File: src/verilog/scd_defs.vh
// constants for the synchronous clock divider: counter layout and reset values
// assumes inclusion by bare name from the divider design files
`ifndef SCD_DEFS_VH
`define SCD_DEFS_VH

`define SCD_COUNT_WIDTH 3
`define SCD_COUNT_RESET 3'h0
`define SCD_HALF_BIT 0
`define SCD_QUARTER_BIT 1
`define SCD_EIGHTH_BIT 2
`define SCD_COUNT_STEP 3'h1

`endif

File: src/verilog/scd_divider.v
// synchronous divide-by-2/4/8 stage set with hold and master clear
// assumes all inputs are synchronous to i_clock; the divided clock is a sampled level
//
// Function
// - clear released while input clock high: outputs advance on next rising edge.
// - clear released while input clock low: outputs advance on second rising edge.
// - hold freezes dividers at first falling input edge after it rises.
// - while frozen every divider bit keeps its value; outputs stay static.
// - hold low unfreezes at next falling edge; counting resumes in phase.
`timescale 1ns/100ps
`include "scd_defs.vh"

module scd_divider (
    input wire i_clock,
    input wire i_rst,
    input wire i_div_clock,
    input wire i_hold,
    input wire i_divider_sync_clear,
    output reg o_half_rate_output,
    output reg o_quarter_rate_output_a,
    output reg o_quarter_rate_output_b,
    output reg o_eighth_rate_output,
    output reg o_divider_frozen
);
    // ------------------------------------------------------------
    // realignment states and reset image
    // ------------------------------------------------------------
    // the clear acts as a level, but what follows its release depends on the
    // input level in the cycle it drops, so the release is kept as a state
    localparam [1:0] ST_RUN = 2'b00;
    localparam [1:0] ST_CLEAR = 2'b01;
    localparam [1:0] ST_SKIP = 2'b10;
    localparam [`SCD_COUNT_WIDTH-1:0] COUNT_RESET = `SCD_COUNT_RESET;

    // ------------------------------------------------------------
    // helper functions
    // ------------------------------------------------------------
    // one binary counter feeds every stage, so the common edges coincide
    function [`SCD_COUNT_WIDTH-1:0] advance_count;
        input [`SCD_COUNT_WIDTH-1:0] value;
        begin
            advance_count = value + `SCD_COUNT_STEP;
        end
    endfunction

    // a release seen with the input low must swallow the first rise
    function [1:0] release_target;
        input clock_level;
        begin
            if (clock_level) begin
                release_target = ST_RUN;
            end else begin
                release_target = ST_SKIP;
            end
        end
    endfunction

    // a sampled rise moves the count only when nothing blocks it
    function rise_counts;
        input rise;
        input frozen_now;
        input skip_pending;
        begin
            rise_counts = rise & ~frozen_now & ~skip_pending;
        end
    endfunction

    // level of one divider stage for a given counter value
    function stage_level;
        input [`SCD_COUNT_WIDTH-1:0] value;
        input integer pos;
        begin
            stage_level = value[pos];
        end
    endfunction

    // ------------------------------------------------------------
    // divider state
    // ------------------------------------------------------------
    reg [1:0] state;
    reg [1:0] next_state;
    reg frozen;
    reg next_frozen;
    reg [`SCD_COUNT_WIDTH-1:0] count;
    reg [`SCD_COUNT_WIDTH-1:0] next_count;
    wire skip_pending;
    wire count_step;
    wire div_rise;
    wire div_fall;

    // the skip state swallows exactly one sampled rise after a low release
    assign skip_pending = (state == ST_SKIP);
    assign count_step = rise_counts(div_rise, frozen, skip_pending);

    // ------------------------------------------------------------
    // input clock edges
    // ------------------------------------------------------------
    // limitation: each level of i_div_clock must last a full i_clock cycle,
    // otherwise the sampled edge is lost and the stages fall out of step
    scd_edge_detect u_edge (
        .i_clock(i_clock),
        .i_rst(i_rst),
        .i_level(i_div_clock),
        .o_rise(div_rise),
        .o_fall(div_fall)
    );

    // ------------------------------------------------------------
    // realignment after clear
    // ------------------------------------------------------------
    always @* begin
        next_state = state;
        if (i_divider_sync_clear) begin
            next_state = ST_CLEAR;
        end else begin
            case (state)
                ST_CLEAR: begin
                    next_state = release_target(i_div_clock);
                end
                ST_SKIP: begin
                    // any rise spends the skip, frozen or not
                    if (div_rise) begin
                        next_state = ST_RUN;
                    end else begin
                        next_state = ST_SKIP;
                    end
                end
                ST_RUN: begin
                    next_state = ST_RUN;
                end
                default: begin
                    next_state = ST_RUN;
                end
            endcase
        end
    end

    // i_rst returns to plain counting; only a clear arms the realignment
    always @(posedge i_clock) begin
        if (i_rst) begin
            state <= ST_RUN;
        end else begin
            state <= next_state;
        end
    end

    // ------------------------------------------------------------
    // hold sampling
    // ------------------------------------------------------------
    always @* begin
        next_frozen = frozen;
        if (i_divider_sync_clear) begin
            next_frozen = 1'b0;
        end else if (div_fall) begin
            // hold is taken only where the input is low, so a change of
            // hold can never cut a count step short
            next_frozen = i_hold;
        end
    end

    always @(posedge i_clock) begin
        if (i_rst) begin
            frozen <= 1'b0;
        end else begin
            frozen <= next_frozen;
        end
    end

    // ------------------------------------------------------------
    // counter
    // ------------------------------------------------------------
    // wraps from 7 to 0, so the eighth-rate stage keeps an even duty
    always @* begin
        next_count = count;
        if (i_divider_sync_clear) begin
            next_count = COUNT_RESET;
        end else if (count_step) begin
            next_count = advance_count(count);
        end
    end

    always @(posedge i_clock) begin
        if (i_rst) begin
            count <= COUNT_RESET;
        end else begin
            count <= next_count;
        end
    end

    // ------------------------------------------------------------
    // registered outputs
    // ------------------------------------------------------------
    // the outputs load the next count, not the count, so they show a counted
    // rise in the same cycle as the counter and need no extra stage
    always @(posedge i_clock) begin
        if (i_rst) begin
            o_half_rate_output <= stage_level(COUNT_RESET, `SCD_HALF_BIT);
            o_quarter_rate_output_a <= stage_level(COUNT_RESET, `SCD_QUARTER_BIT);
            o_quarter_rate_output_b <= stage_level(COUNT_RESET, `SCD_QUARTER_BIT);
            o_eighth_rate_output <= stage_level(COUNT_RESET, `SCD_EIGHTH_BIT);
        end else begin
            o_half_rate_output <= stage_level(next_count, `SCD_HALF_BIT);
            o_quarter_rate_output_a <= stage_level(next_count, `SCD_QUARTER_BIT);
            // second quarter-rate copy, so two loads see the same edge
            o_quarter_rate_output_b <= stage_level(next_count, `SCD_QUARTER_BIT);
            o_eighth_rate_output <= stage_level(next_count, `SCD_EIGHTH_BIT);
        end
    end

    // ------------------------------------------------------------
    // status
    // ------------------------------------------------------------
    // copy of the freeze flag, loaded from its next value like the stages
    always @(posedge i_clock) begin
        if (i_rst) begin
            o_divider_frozen <= 1'b0;
        end else begin
            o_divider_frozen <= next_frozen;
        end
    end
endmodule // scd_divider

File: src/verilog/scd_edge_detect.v
// edge detector for the sampled divider input clock
// assumes i_level is already synchronous to i_clock
`timescale 1ns/100ps

module scd_edge_detect (
    input wire i_clock,
    input wire i_rst,
    input wire i_level,
    output wire o_rise,
    output wire o_fall
);
    reg prev_level;

    always @(posedge i_clock) begin
        if (i_rst) begin
            prev_level <= 1'b0;
        end else begin
            prev_level <= i_level;
        end
    end

    assign o_rise = i_level & ~prev_level;
    assign o_fall = ~i_level & prev_level;
endmodule // scd_edge_detect

File: config.mk
export PLATFORM = sky130hd
export DESIGN_NAME = scd_divider
export DESIGN_NICKNAME = d
export VERILOG_FILES = /design/src/verilog/scd_divider.v /design/src/verilog/scd_edge_detect.v
export VERILOG_INCLUDE_DIRS = /design/src /design/src/verilog
export SDC_FILE = /design/constraint.sdc
export NUM_CORES = 1
export LEC_CHECK = 0
export BUFFER_PORTS_ARGS = -buffer_cell sky130_fd_sc_hd__buf_2
export CORE_AREA = 2 2 39 41
export DETAILED_ROUTE_END_ITERATION = 12
export DIE_AREA = 0 0 41 43
export PLACE_DENSITY = 0.5
export SLEW_MARGIN = 20
export SYNTH_ARGS = -nofsm -noshare
export SYNTH_HDL_FRONTEND = slang
export SYNTH_SLANG_ARGS = --single-unit
File: constraint.sdc
create_clock -name i_clock -period 3.6 [get_ports i_clock]
set_input_delay 0.36 -clock i_clock [delete_from_list [all_inputs] [get_ports i_clock]]
set_output_delay 0.36 -clock i_clock [all_outputs]
set_load 0.1 [all_outputs]
## Word-level counts from Yosys, hierarchy flattened

Cells that the tools add are included.

| cells by class | value |
|---|---|
| magnitude comparators | 0 |
| shift-type cells | 0 |
| bitwise logic cells | 8 |
| equality and inequality tests | 2 |
| divide/modulo/power cells | 0 |
| reductions and logical operators | 1 |
| $add $sub $neg | 1 |
| muxes and demuxes | 6 |
| multipliers | 0 |

Operators by type and width:

| cell | number |
|---|---|
| $mux W3 | 2 |
| $and A1 B1 Y1 | 4 |
| $mux W2 | 2 |
| $not A1 Y1 | 4 |
| $pmux W2 S2 | 1 |
| $add A3 B1 Y3 const B | 1 |
| $eq A2 B1 Y1 const B | 1 |
| $eq A2 B2 Y1 const B | 1 |
| $reduce_or A2 Y1 | 1 |
| $mux W1 | 1 |

| storage, ports and cells | value |
|---|---|
| memories kept | 0 |
| bits in latches | 0 |
| ROM bits | 0 |
| bits in writable memories | 0 |
| register bits | 10 |
| logic and storage cells | 26 |

## Logic depth before layout (Yosys ltp)

Gate-level depths: netlist (run 1).

| logic depth | value |
|---|---|
| word-level depth | 6 |
| depth in mapped cells | 5 |
| depth with buffers taken out | 5 |

## By module

Synthesis (run 1) repeated with hierarchy kept, for this count alone.

| unflattened totals | value |
|---|---|
| cells, all modules | 35 |
| area total of the unflattened synthesis | 372.9 um^2 |

By module, submodules not included:

| module | area each (um^2) | seq. area each (um^2) | cells an instance | instances |
|---|---|---|---|---|
| scd_divider | 334.1 | 120.1 | 31 | 1 |
| scd_edge_detect | 38.8 | 20.0 | 4 | 1 |

## Least setup slack after synthesis (run 1)

OpenSTA, ideal clock, no wires.

| timing | value |
|---|---|
| kind | register -> output |
| from | reg, netlist name count[1] |
| to | out o_quarter_rate_output_b |
| buffers on the path | 1 |
| cell stages (with the launch flop) | 2 |
| slack | 1.847 ns |
| data required time | 3.240 ns |
| arrival time | 1.393 ns |
| cells stage by stage | dfxtp_1 -> buf_4 |

RTL lines:

| element | RTL line | RTL |
|---|---|---|
| end: declaration | scd_divider.v:21 | `output reg o_quarter_rate_output_b,` |

## Worst setup path in the final report (run 1)

| timing | value |
|---|---|
| from | reg o_divider_frozen |
| to | out o_divider_frozen |

RTL lines:

| element | RTL line | RTL |
|---|---|---|
| start: declaration | scd_divider.v:23 | `output reg o_divider_frozen` |
| start signal: assignment | scd_divider.v:218 | `o_divider_frozen <= next_frozen;` |

No word-level cell between the ends.

==> results of run 1 <==
[routing by layer]
metal  share of wire [%]  track usage (%)
met1                  48             9.42
met3                  11             7.85
met5                   0                0
met4                   0             4.00
met2                  41             10.0
[synth_stat cells, drive strengths merged]
library cell and instances:
mux2i 2, nand2 1, a31o 1, nor2b 3, inv 4, dfxtp 7
nor3 4, xnor2 1, a2111oi 2, ha 3, buf 1, nor4b 1
o21ai 1
[layout make-up]
cell class	count	area share, %
clock buffers	4	6.23
inverters	4	3.56
multi-input cells	19	41.5
flip-flops and latches	7	33.2
well taps	16	4.75
repair buffers	9	10.7
[worst max-delay path by stage]
stage	startpoint	slack (ns)	cells after the start	to
2_1_floorplan	count[1]$_SDFFE_PP0P_	1.85	1	o_quarter_rate_output_b
3_3_place_gp	state[0]$_SDFF_PP0_	2.20	5	count[2]$_SDFFE_PP0P_
3_5_place_dp	state[0]$_SDFF_PP0_	2.18	5	count[2]$_SDFFE_PP0P_
4_1_cts	o_divider_frozen$_SDFFE_PP0P_	2.12	1	o_divider_frozen
5_1_grt	o_divider_frozen$_SDFFE_PP0P_	2.10	1	o_divider_frozen
6_report	o_divider_frozen$_SDFFE_PP0P_	2.13	1	o_divider_frozen
[registers in the layout, indices dropped and copies added (netlist names)]
signal / count
count: 3
u_edge.prev_level: 1
state: 2
o_divider_frozen: 1
[power groups by stage]
stage | clock network [mW] | registers [mW] | logic [mW]
after CTS | 0.0762 | 0.0816 | 0.0225
after global routing | 0.0798 | 0.0818 | 0.0242
after detailed placement | 0 | 0.0833 | 0.0224
after global placement | 0 | 0.0833 | 0.0225
after floorplan | 0 | 0.0893 | 0.00937
final | 0.0737 | 0.0816 | 0.0221
[through the flow]
step	cells	cell area, um^2
after floorplan	31	338
after global placement	55	395
after detailed placement	55	395
after CTS	59	422
after global routing	59	422
final	59	422
[cells by family (layout without fill, tap and decap cells)]
family,after synthesis,count (layout),synth area share [%]
DFF,7,7,41.5
muxes,2,2,5.93
and+or+nand+nor,9,9,22.6
buffers and inverters,5,17,6.67
adders and majority gates,3,3,11.1
AOI/OAI and AO/OA,4,4,9.63
xor gates and xnor gates,1,1,2.59
==> results.toml, run 1 <==
[global_route]
gr-total-overflow = 0
antenna_found_initial = 0
grt_pass1_vias = 216
grt_max_degree = 9
grt_pass1_wl_um = 862
grtUsageTotal_pct = 8.26

[floorplanning]
core_mm2 = 0.00138
die_area_mm2 = 0.00176
die_w_um = 41
ios = 10
rows = 14
floorplan.initialDensity_pct = 24.4
die_h_um = 43

[worst_setup_path]
crit_path_max_incr_delay_ns = 0.46
r2r-end = "count[2]$_SDFFE_PP0P_"
r2r_start = "state[0]$_SDFF_PP0_"
critical_path_buf_inv_count = 1
rr_worst_depth = 5
slowest_stage = "buf_2"
cp.required_ns = 3.24
rrSetupSlack_ns = 2.19
cp-end-kind = "output pin"
cpLargestDelayFamily = "buffers and inverters"
path_cells = "buf_2"
cp.arrival_ns = 1.11
worstSetupStartpointType = "flop"
crit_path_max_fanout = 3
crit_type = "reg2out"

[routing]
ant_nets = 0
drc = 0
drt_wl_total_um = 567
viasPerCell = 4.27
drt_iter0_drc = 1
wl_per_cell_um = 9.61
vias = 252
firstDrtPassIters = 2

[pwr]
power_switching_mw = 0.0479
irDropWorstVdd_mv = 0.207
swShare_pct = 27.0
cellPowerDensity_mw_per_mm2 = 421
p_comb_share_pct = 12.5
p_clk_share_pct = 41.5
p_total_mw = 0.177
p_leak_nw = 0.184
seqPwrFrac_pct = 46.0
internal-power_mw = 0.129

[timing]
fmax_mhz = 679
finalCritPeriodShare_pct = 40.9
fin_skew_ns = 0.00218
fin_ws_ns = 2.13
drv_slew = 0
finalSetupTns_ns = 0
tightest_slew_ns = 0.486
rsz0062_at_grt = "false"
max_slew_margin_pct = 67.8
timing_hold_violations_final = 0
hold-worst-slack_ns = 0.364
finalCriticalPeriod_ns = 1.47
setup_violations = 0

[synth]
synth_cell_types = 15
synth_warnings = 0
syn-num-nets = 39
synth_seq_cells = 7
ys_seq_area_share_pct = 41.5
synth_area_leader_cell = "dfxtp_1"
netlist_instances = 31
yosysTopAreaCellShare_pct = 41.5
synthTopCellsByArea = "dfxtp_1 (41%), ha_1 (11%), nor4b_4 (7.0%), mux2i_1 (5.9%), nor3_2 (5.9%)"
syn_area_um2 = 338
avgSynthCellArea_um2 = 10.9

[cts]
cts.path.max_buffers = 2
clk_latency_ns = 0.25
cts_hold_buf = 0
ctsResizeCount = 0
cts_tree = "yes"
ctsRootBufferMaster = "clkbuf_4"
clock_sinks = 7
htree_levels = 1
cts.clk_slew.worst_paths_ns = 0.05
cts_made_buffers = 3
post_cts_buffers = 0

[outcome]
status = "finished, final reports clean"

[layout]
final_core_util_pct = 30.5
area_growth_pct = 24.8
mostFrequentLayoutCells = "buf_2 (9), dfxtp_1 (7), inv_1 (4)"
drive_gt1_share_pct = 34.9
regArea_um2 = 140
final_nets = 52
layout_commonest_cell = "buf_2"
multi_input_area_um2 = 175
fillers = 151
antenna_cells = 0

[placed_design]
routabilityCongestion = 0.595
io_buffers = 9
pre_cts_ws_ns = 2.18
dp_hpwl_um = 421

[hold_path]
hold-path-endpoint = "u_edge.prev_level$_SDFF_PP0_"
hold_depth = 2
min_from = "i_div_clock"
min-delay-path-class = "in2reg"

[run]
cap_violations = 0
Note: power is estimated with default switching activity, not from simulation.
==> inputs of run 2 (changes only) <==
ABC_AREA = 1   (was unset)
PLACE_DENSITY = 0.53   (was 0.5)
clock period = 1.32 ns   (was 3.6 ns; I/O delays follow)
==> run 2 against run 1 <==
  * Clock power rose to 2.6 times the previous value
  * Total power rose to 2.9 times the previous value
  * Final area rose by 5.0%
  * Routed wire length rose by 1.6%
  * Largest power group unchanged
==> results.toml, run 2 <==
[floorplanning]
rows = 14
die_area_mm2 = 0.00176
ios = 10
core_mm2 = 0.00138
floorplan.initialDensity_pct = 25.6
die_w_um = 41
die_h_um = 43

[layout]
area_growth_pct = 25.1
final_nets = 67
largest_reg_flops = 3
antenna_cells = 0
drive_gt1_share_pct = 36.2
largest_register = "count"
final_design_area_no_fill_um2 = 443
mostFrequentLayoutCells = "nand2_1 (9), buf_2 (9), nor2_1 (7), inv_1 (6)"
largestRegisters = "count: 3 flops, state: 2 flops"

[timing]
max_slew_margin_pct = 67.9
fmax_mhz = 854
finalCritPeriodShare_pct = 88.7
finalCriticalPeriod_ns = 1.17
setup_violations = 0
fin_skew_ns = 0.000479
tightest_slew_ns = 0.485
drv_slew = 0
finalSetupTns_ns = 0
timing_hold_violations_final = 0
rsz0062_at_grt = "false"

[cts]
post_cts_buffers = 0
ctsResizeCount = 0
cts.clk_slew.worst_paths_ns = 0.05
clock_sinks = 7
ctsRootBufferMaster = "clkbuf_4"
htree_levels = 1
cts_made_buffers = 3
cts_hold_buf = 0
cts.path.max_buffers = 2
cts_tree = "yes"
clk_latency_ns = 0.25

[routing]
ant_nets = 0
firstDrtPassIters = 2
drt_iter0_drc = 1
wl_per_cell_um = 7.78
drt_wl_total_um = 576
viasPerCell = 3.99
vias = 295
drc = 0

[synth]
yosysMostFrequentCell = "nand2_1"
synth_warnings = 0
netlist_instances = 46
synth_area_leader_cell = "dfxtp_1"
synth_edf_count = 0
async_flop_share_pct = 0
synthTopCellsByCount = "nand2_1 (9), dfxtp_1 (7), nor2_1 (7)"
avgSynthCellArea_um2 = 7.70
synth-main-ff-cell = "dfxtp_1"
synth_cell_types = 14
synthTopCellsByArea = "dfxtp_1 (40%), ha_1 (11%), nand2_1 (9.5%), nor2_4 (9.5%), nor2_1 (7.4%)"
ys_seq_area_share_pct = 39.6
syn_area_um2 = 354
synth_seq_cells = 7
yosysTopAreaCellShare_pct = 39.6
syn-num-nets = 54

[worst_setup_path]
crit_path_max_fanout = 3
cp-end-kind = "output pin"
crit_type = "reg2out"
worstSetupStartpointType = "flop"
slowest_stage = "buf_2"
path_cells = "buf_2"
cpLargestDelayFamily = "buffers and inverters"
critical_path_buf_inv_count = 1
crit_path_max_incr_delay_ns = 0.43
cp.required_ns = 1.19
cp.arrival_ns = 1.04

[placed_design]
placed_area_um2 = 417
routabilityCongestion = 0.676
io_buffers = 9
dp_hpwl_um = 449

[run]
cap_violations = 0

[global_route]
grtUsageTotal_pct = 9.04
gr-total-overflow = 0
grt_pass1_vias = 264
grt_max_degree = 7
antenna_found_initial = 0
grt_pass1_wl_um = 1010

[pwr]
cellPowerDensity_mw_per_mm2 = 1160
p_leak_nw = 0.219
irDropWorstVdd_mv = 0.326

[hold_path]
min-delay-path-class = "in2reg"

[outcome]
status = "finished, final reports clean"
==> run 2: cell types whose count changed after synthesis, sizes merged, moves of 2 or more <==
cell | before | now
nand2 | 1 | 10
a21oi | 0 | 4
nor3 | 4 | 1
nor2b | 3 | 0
a2111oi | 2 | 0
inv | 4 | 7
nor2 | 0 | 10
mux2i | 2 | 0
==> run 2: cell type report <==
| type | instances | area (um^2) |
|---|---|---|
| Tap cell | 16 | 20.0 |
| Inverter | 7 | 26.3 |
| Clock buffer | 4 | 26.3 |
| Multi-Input combinational cell | 31 | 180 |
| Fill cell | 158 | 941 |
| Timing Repair Buffer | 9 | 45.0 |
| Sequential cell | 7 | 145 |
==> run 2: metal layers <==
metal,global-route usage [%],wire [um],vias to the layer above
li1,-,-,165
met1,11.3,289,120
met2,10.6,243,8
met3,4.71,39,2
met4,8.00,4,0
met5,0,0,-
==> run 2: kinds of logic (layout without fill, tap and decap cells) <==
family | after synthesis | in the layout | synth area share (%)
AOI/OAI and AO/OA | 5 | 5 | 7.07
adders and majority gates | 3 | 3 | 10.6
buffers and inverters | 8 | 20 | 9.54
DFF | 7 | 7 | 39.6
and+or+nand+nor | 23 | 23 | 33.2
==> run 2: path summary, 6_finish.rpt <==
| check | slack, ns | to | from | depth (start not counted) |
|---|---|---|---|---|
| worst max register to register | 0.26 | count[2]$_SDFFE_PP0P_ | state[0]$_SDFF_PP0_ | 7 |
| worst min register to register | 0.50 | count[0]$_SDFFE_PP0P_ | count[0]$_SDFFE_PP0P_ | 2 |
| worst max-delay path | 0.15 | o_divider_frozen | o_divider_frozen$_SDFFE_PP0P_ | 1 |
| worst min-delay path | 0.09 | state[0]$_SDFF_PP0_ | i_rst | 2 |
==> run 2: report_power, final <==
| group | internal, mW | switching [mW] |
|---|---|---|
| sequential | 0.221 | 0.00705 |
| clock | 0.115 | 0.0782 |
| combinational | 0.0238 | 0.0694 |
| total | 0.360 | 0.155 |
==> run 2: through the flow <==
| stage | hold slack (ns) | setup slack, ns | std cells | utilization (%) | power, mW |
|---|---|---|---|---|---|
| floorplan | 0.203 | -0.00562 | 46 | - | 0.308 |
| global placement | 0.352 | 0.287 | 70 | 30.1 | 0.326 |
| detailed placement | 0.358 | 0.262 | 70 | 30.1 | 0.326 |
| CTS | 0.0897 | 0.132 | 74 | 32.0 | 0.527 |
| global route | 0.0966 | 0.109 | 74 | 32.0 | 0.552 |
| finish | 0.0947 | 0.149 | 74 | 32.0 | 0.514 |
==> inputs of run 3 (changes only) <==
PLACE_DENSITY = 0.51   (was 0.53)
clock period = 1.4 ns   (was 1.32 ns; I/O delays follow)
==> run 3 against run 2 <==
  * First-iteration DRC count shrank 100%
  * Register-to-register slack improved by 0.08 ns
  * Clock skew is 0.0059 ns higher
  * Flip-flop and latch count stayed put
==> results.toml, run 3 (same netlist as run 2, synthesis figures left out) <==
[pwr]
seqPwrFrac_pct = 43.8
p_clk_share_pct = 38.2
cellPowerDensity_mw_per_mm2 = 1110
swShare_pct = 30.7
power_switching_mw = 0.150
p_total_mw = 0.490
p_comb_share_pct = 18.0
p_leak_nw = 0.219
irDropWorstVdd_mv = 0.457
internal-power_mw = 0.339

[placed_design]
dp.cells = 70
dp_hpwl_um = 466
io_buffers = 9
pre_cts_ws_ns = 0.328
routabilityCongestion = 0.745

[worst_setup_path]
crit_path_max_fanout = 3
r2r-end = "count[2]$_SDFFE_PP0P_"
crit_path_max_incr_delay_ns = 0.44
worstSetupStartpointType = "flop"
cp.required_ns = 1.26
crit_type = "reg2out"
cpLargestDelayFamily = "buffers and inverters"
r2r_start = "state[0]$_SDFF_PP0_"
rr_worst_depth = 7
slowest_stage = "buf_2"
rrSetupSlack_ns = 0.34
critical_path_buf_inv_count = 1
path_cells = "buf_2"
worstSetupPathDepth = 1
cp-end-kind = "output pin"
cp.arrival_ns = 1.04

[layout]
area_growth_pct = 25.1
multi_input_area_um2 = 180
largest_register = "count"
final_nets = 67
mostFrequentLayoutCells = "nand2_1 (9), buf_2 (9), nor2_1 (7), inv_1 (6)"
drive_gt1_share_pct = 36.2
largest_reg_flops = 3
final_cells = 74
fillers = 156
regArea_um2 = 145
antenna_cells = 0
largestRegisters = "count: 3 flops, state: 2 flops"

[timing]
fin_skew_ns = 0.00642
finalCriticalPeriod_ns = 1.18
rsz0062_at_grt = "false"
drv_slew = 0
max_slew_margin_pct = 67.7
fin_ws_ns = 0.216
finalSetupTns_ns = 0
fmax_mhz = 845
timing_hold_violations_final = 0
tightest_slew_ns = 0.487
finalCritPeriodShare_pct = 84.5
setup_violations = 0
hold-worst-slack_ns = 0.104

[hold_path]
min-delay-path-class = "in2reg"
hold_depth = 2
min_from = "i_rst"
hold-path-endpoint = "state[0]$_SDFF_PP0_"

[floorplanning]
die_w_um = 41
die_h_um = 43
core_mm2 = 0.00138
floorplan.initialDensity_pct = 25.6
ios = 10
die_area_mm2 = 0.00176
rows = 14

[routing]
drc = 0
vias = 302
firstDrtPassIters = 1
wl_per_cell_um = 8.12
ant_nets = 0
drt_wl_total_um = 601
viasPerCell = 4.08
drt_iter0_drc = 0

[global_route]
gr-total-overflow = 0
antenna_found_initial = 0
grt_pass1_wl_um = 986
grt_max_degree = 7
grtUsageTotal_pct = 8.63
grt_pass1_vias = 282

[outcome]
status = "finished, final reports clean"

[cts]
cts.path.max_buffers = 2
cts.clk_slew.worst_paths_ns = 0.05
cts_hold_buf = 0
post_cts_buffers = 0
clk_latency_ns = 0.25
ctsRootBufferMaster = "clkbuf_4"
cts_tree = "yes"
htree_levels = 1
clock_sinks = 7
cts_made_buffers = 3
ctsResizeCount = 0

[run]
cap_violations = 0
## run 3: cell counts in the layout (fill, tap and decap cells not counted)
No cell type changed its count.
## run 3: worst max path at each step
stage                                        from                    end  slack, ns
finish              o_divider_frozen$_SDFFE_PP0P_       o_divider_frozen       0.22
global route                count[0]$_SDFFE_PP0P_     o_half_rate_output       0.19
CTS                 o_divider_frozen$_SDFFE_PP0P_       o_divider_frozen       0.21
detailed placement            state[0]$_SDFF_PP0_  count[2]$_SDFFE_PP0P_       0.33
global placement              state[0]$_SDFF_PP0_  count[2]$_SDFFE_PP0P_       0.37
floorplan                   count[1]$_SDFFE_PP0P_  count[1]$_SDFFE_PP0P_       0.07
## run 3: per-stage QoR
step	util, %	instance area [um^2]
floorplan	-	359
global placement	30.1	417
detailed placement	30.1	417
CTS	32.0	443
global route	32.0	443
finish	32.0	443
## run 3: layer usage
metal | part of all wire (%) | wire length [um] | up-vias | GRT usage (%)
li1 | - | - | 166 | -
met1 | 48 | 290 | 124 | 9.29
met2 | 44 | 262 | 12 | 12.2
met3 | 7.8 | 47 | 0 | 7.85
met4 | 0 | 0 | 0 | 2.00
met5 | 0 | 0 | - | 0
## run 3: worst reg2reg max path, delay by kind of cell (launching register included)
kind | cells | cell delay (ns)
adder cells (fa/ha/maj) | 1 | 0.23
AND/OR/NAND/NOR | 5 | 0.39
flip-flops | 1 | 0.32
buffers and inverters | 1 | 0.05
## run 3: power by group through the flow
stage,clock (mW),combinational (mW),sequential [mW]
after floorplan,0,0.0412,0.249
after global placement,0,0.0886,0.219
after detailed placement,0,0.0893,0.219
after CTS,0.197,0.0895,0.215
after global routing,0.207,0.0965,0.216
final,0.187,0.0882,0.215
## run 3: area by class of cell
cell class              count  area share, %
inverters                   7           5.93
flip-flops and latches      7           32.8
multi-input cells          31           40.7
repair buffers              9           10.2
clock buffers               4           5.93
well taps                  16           4.52
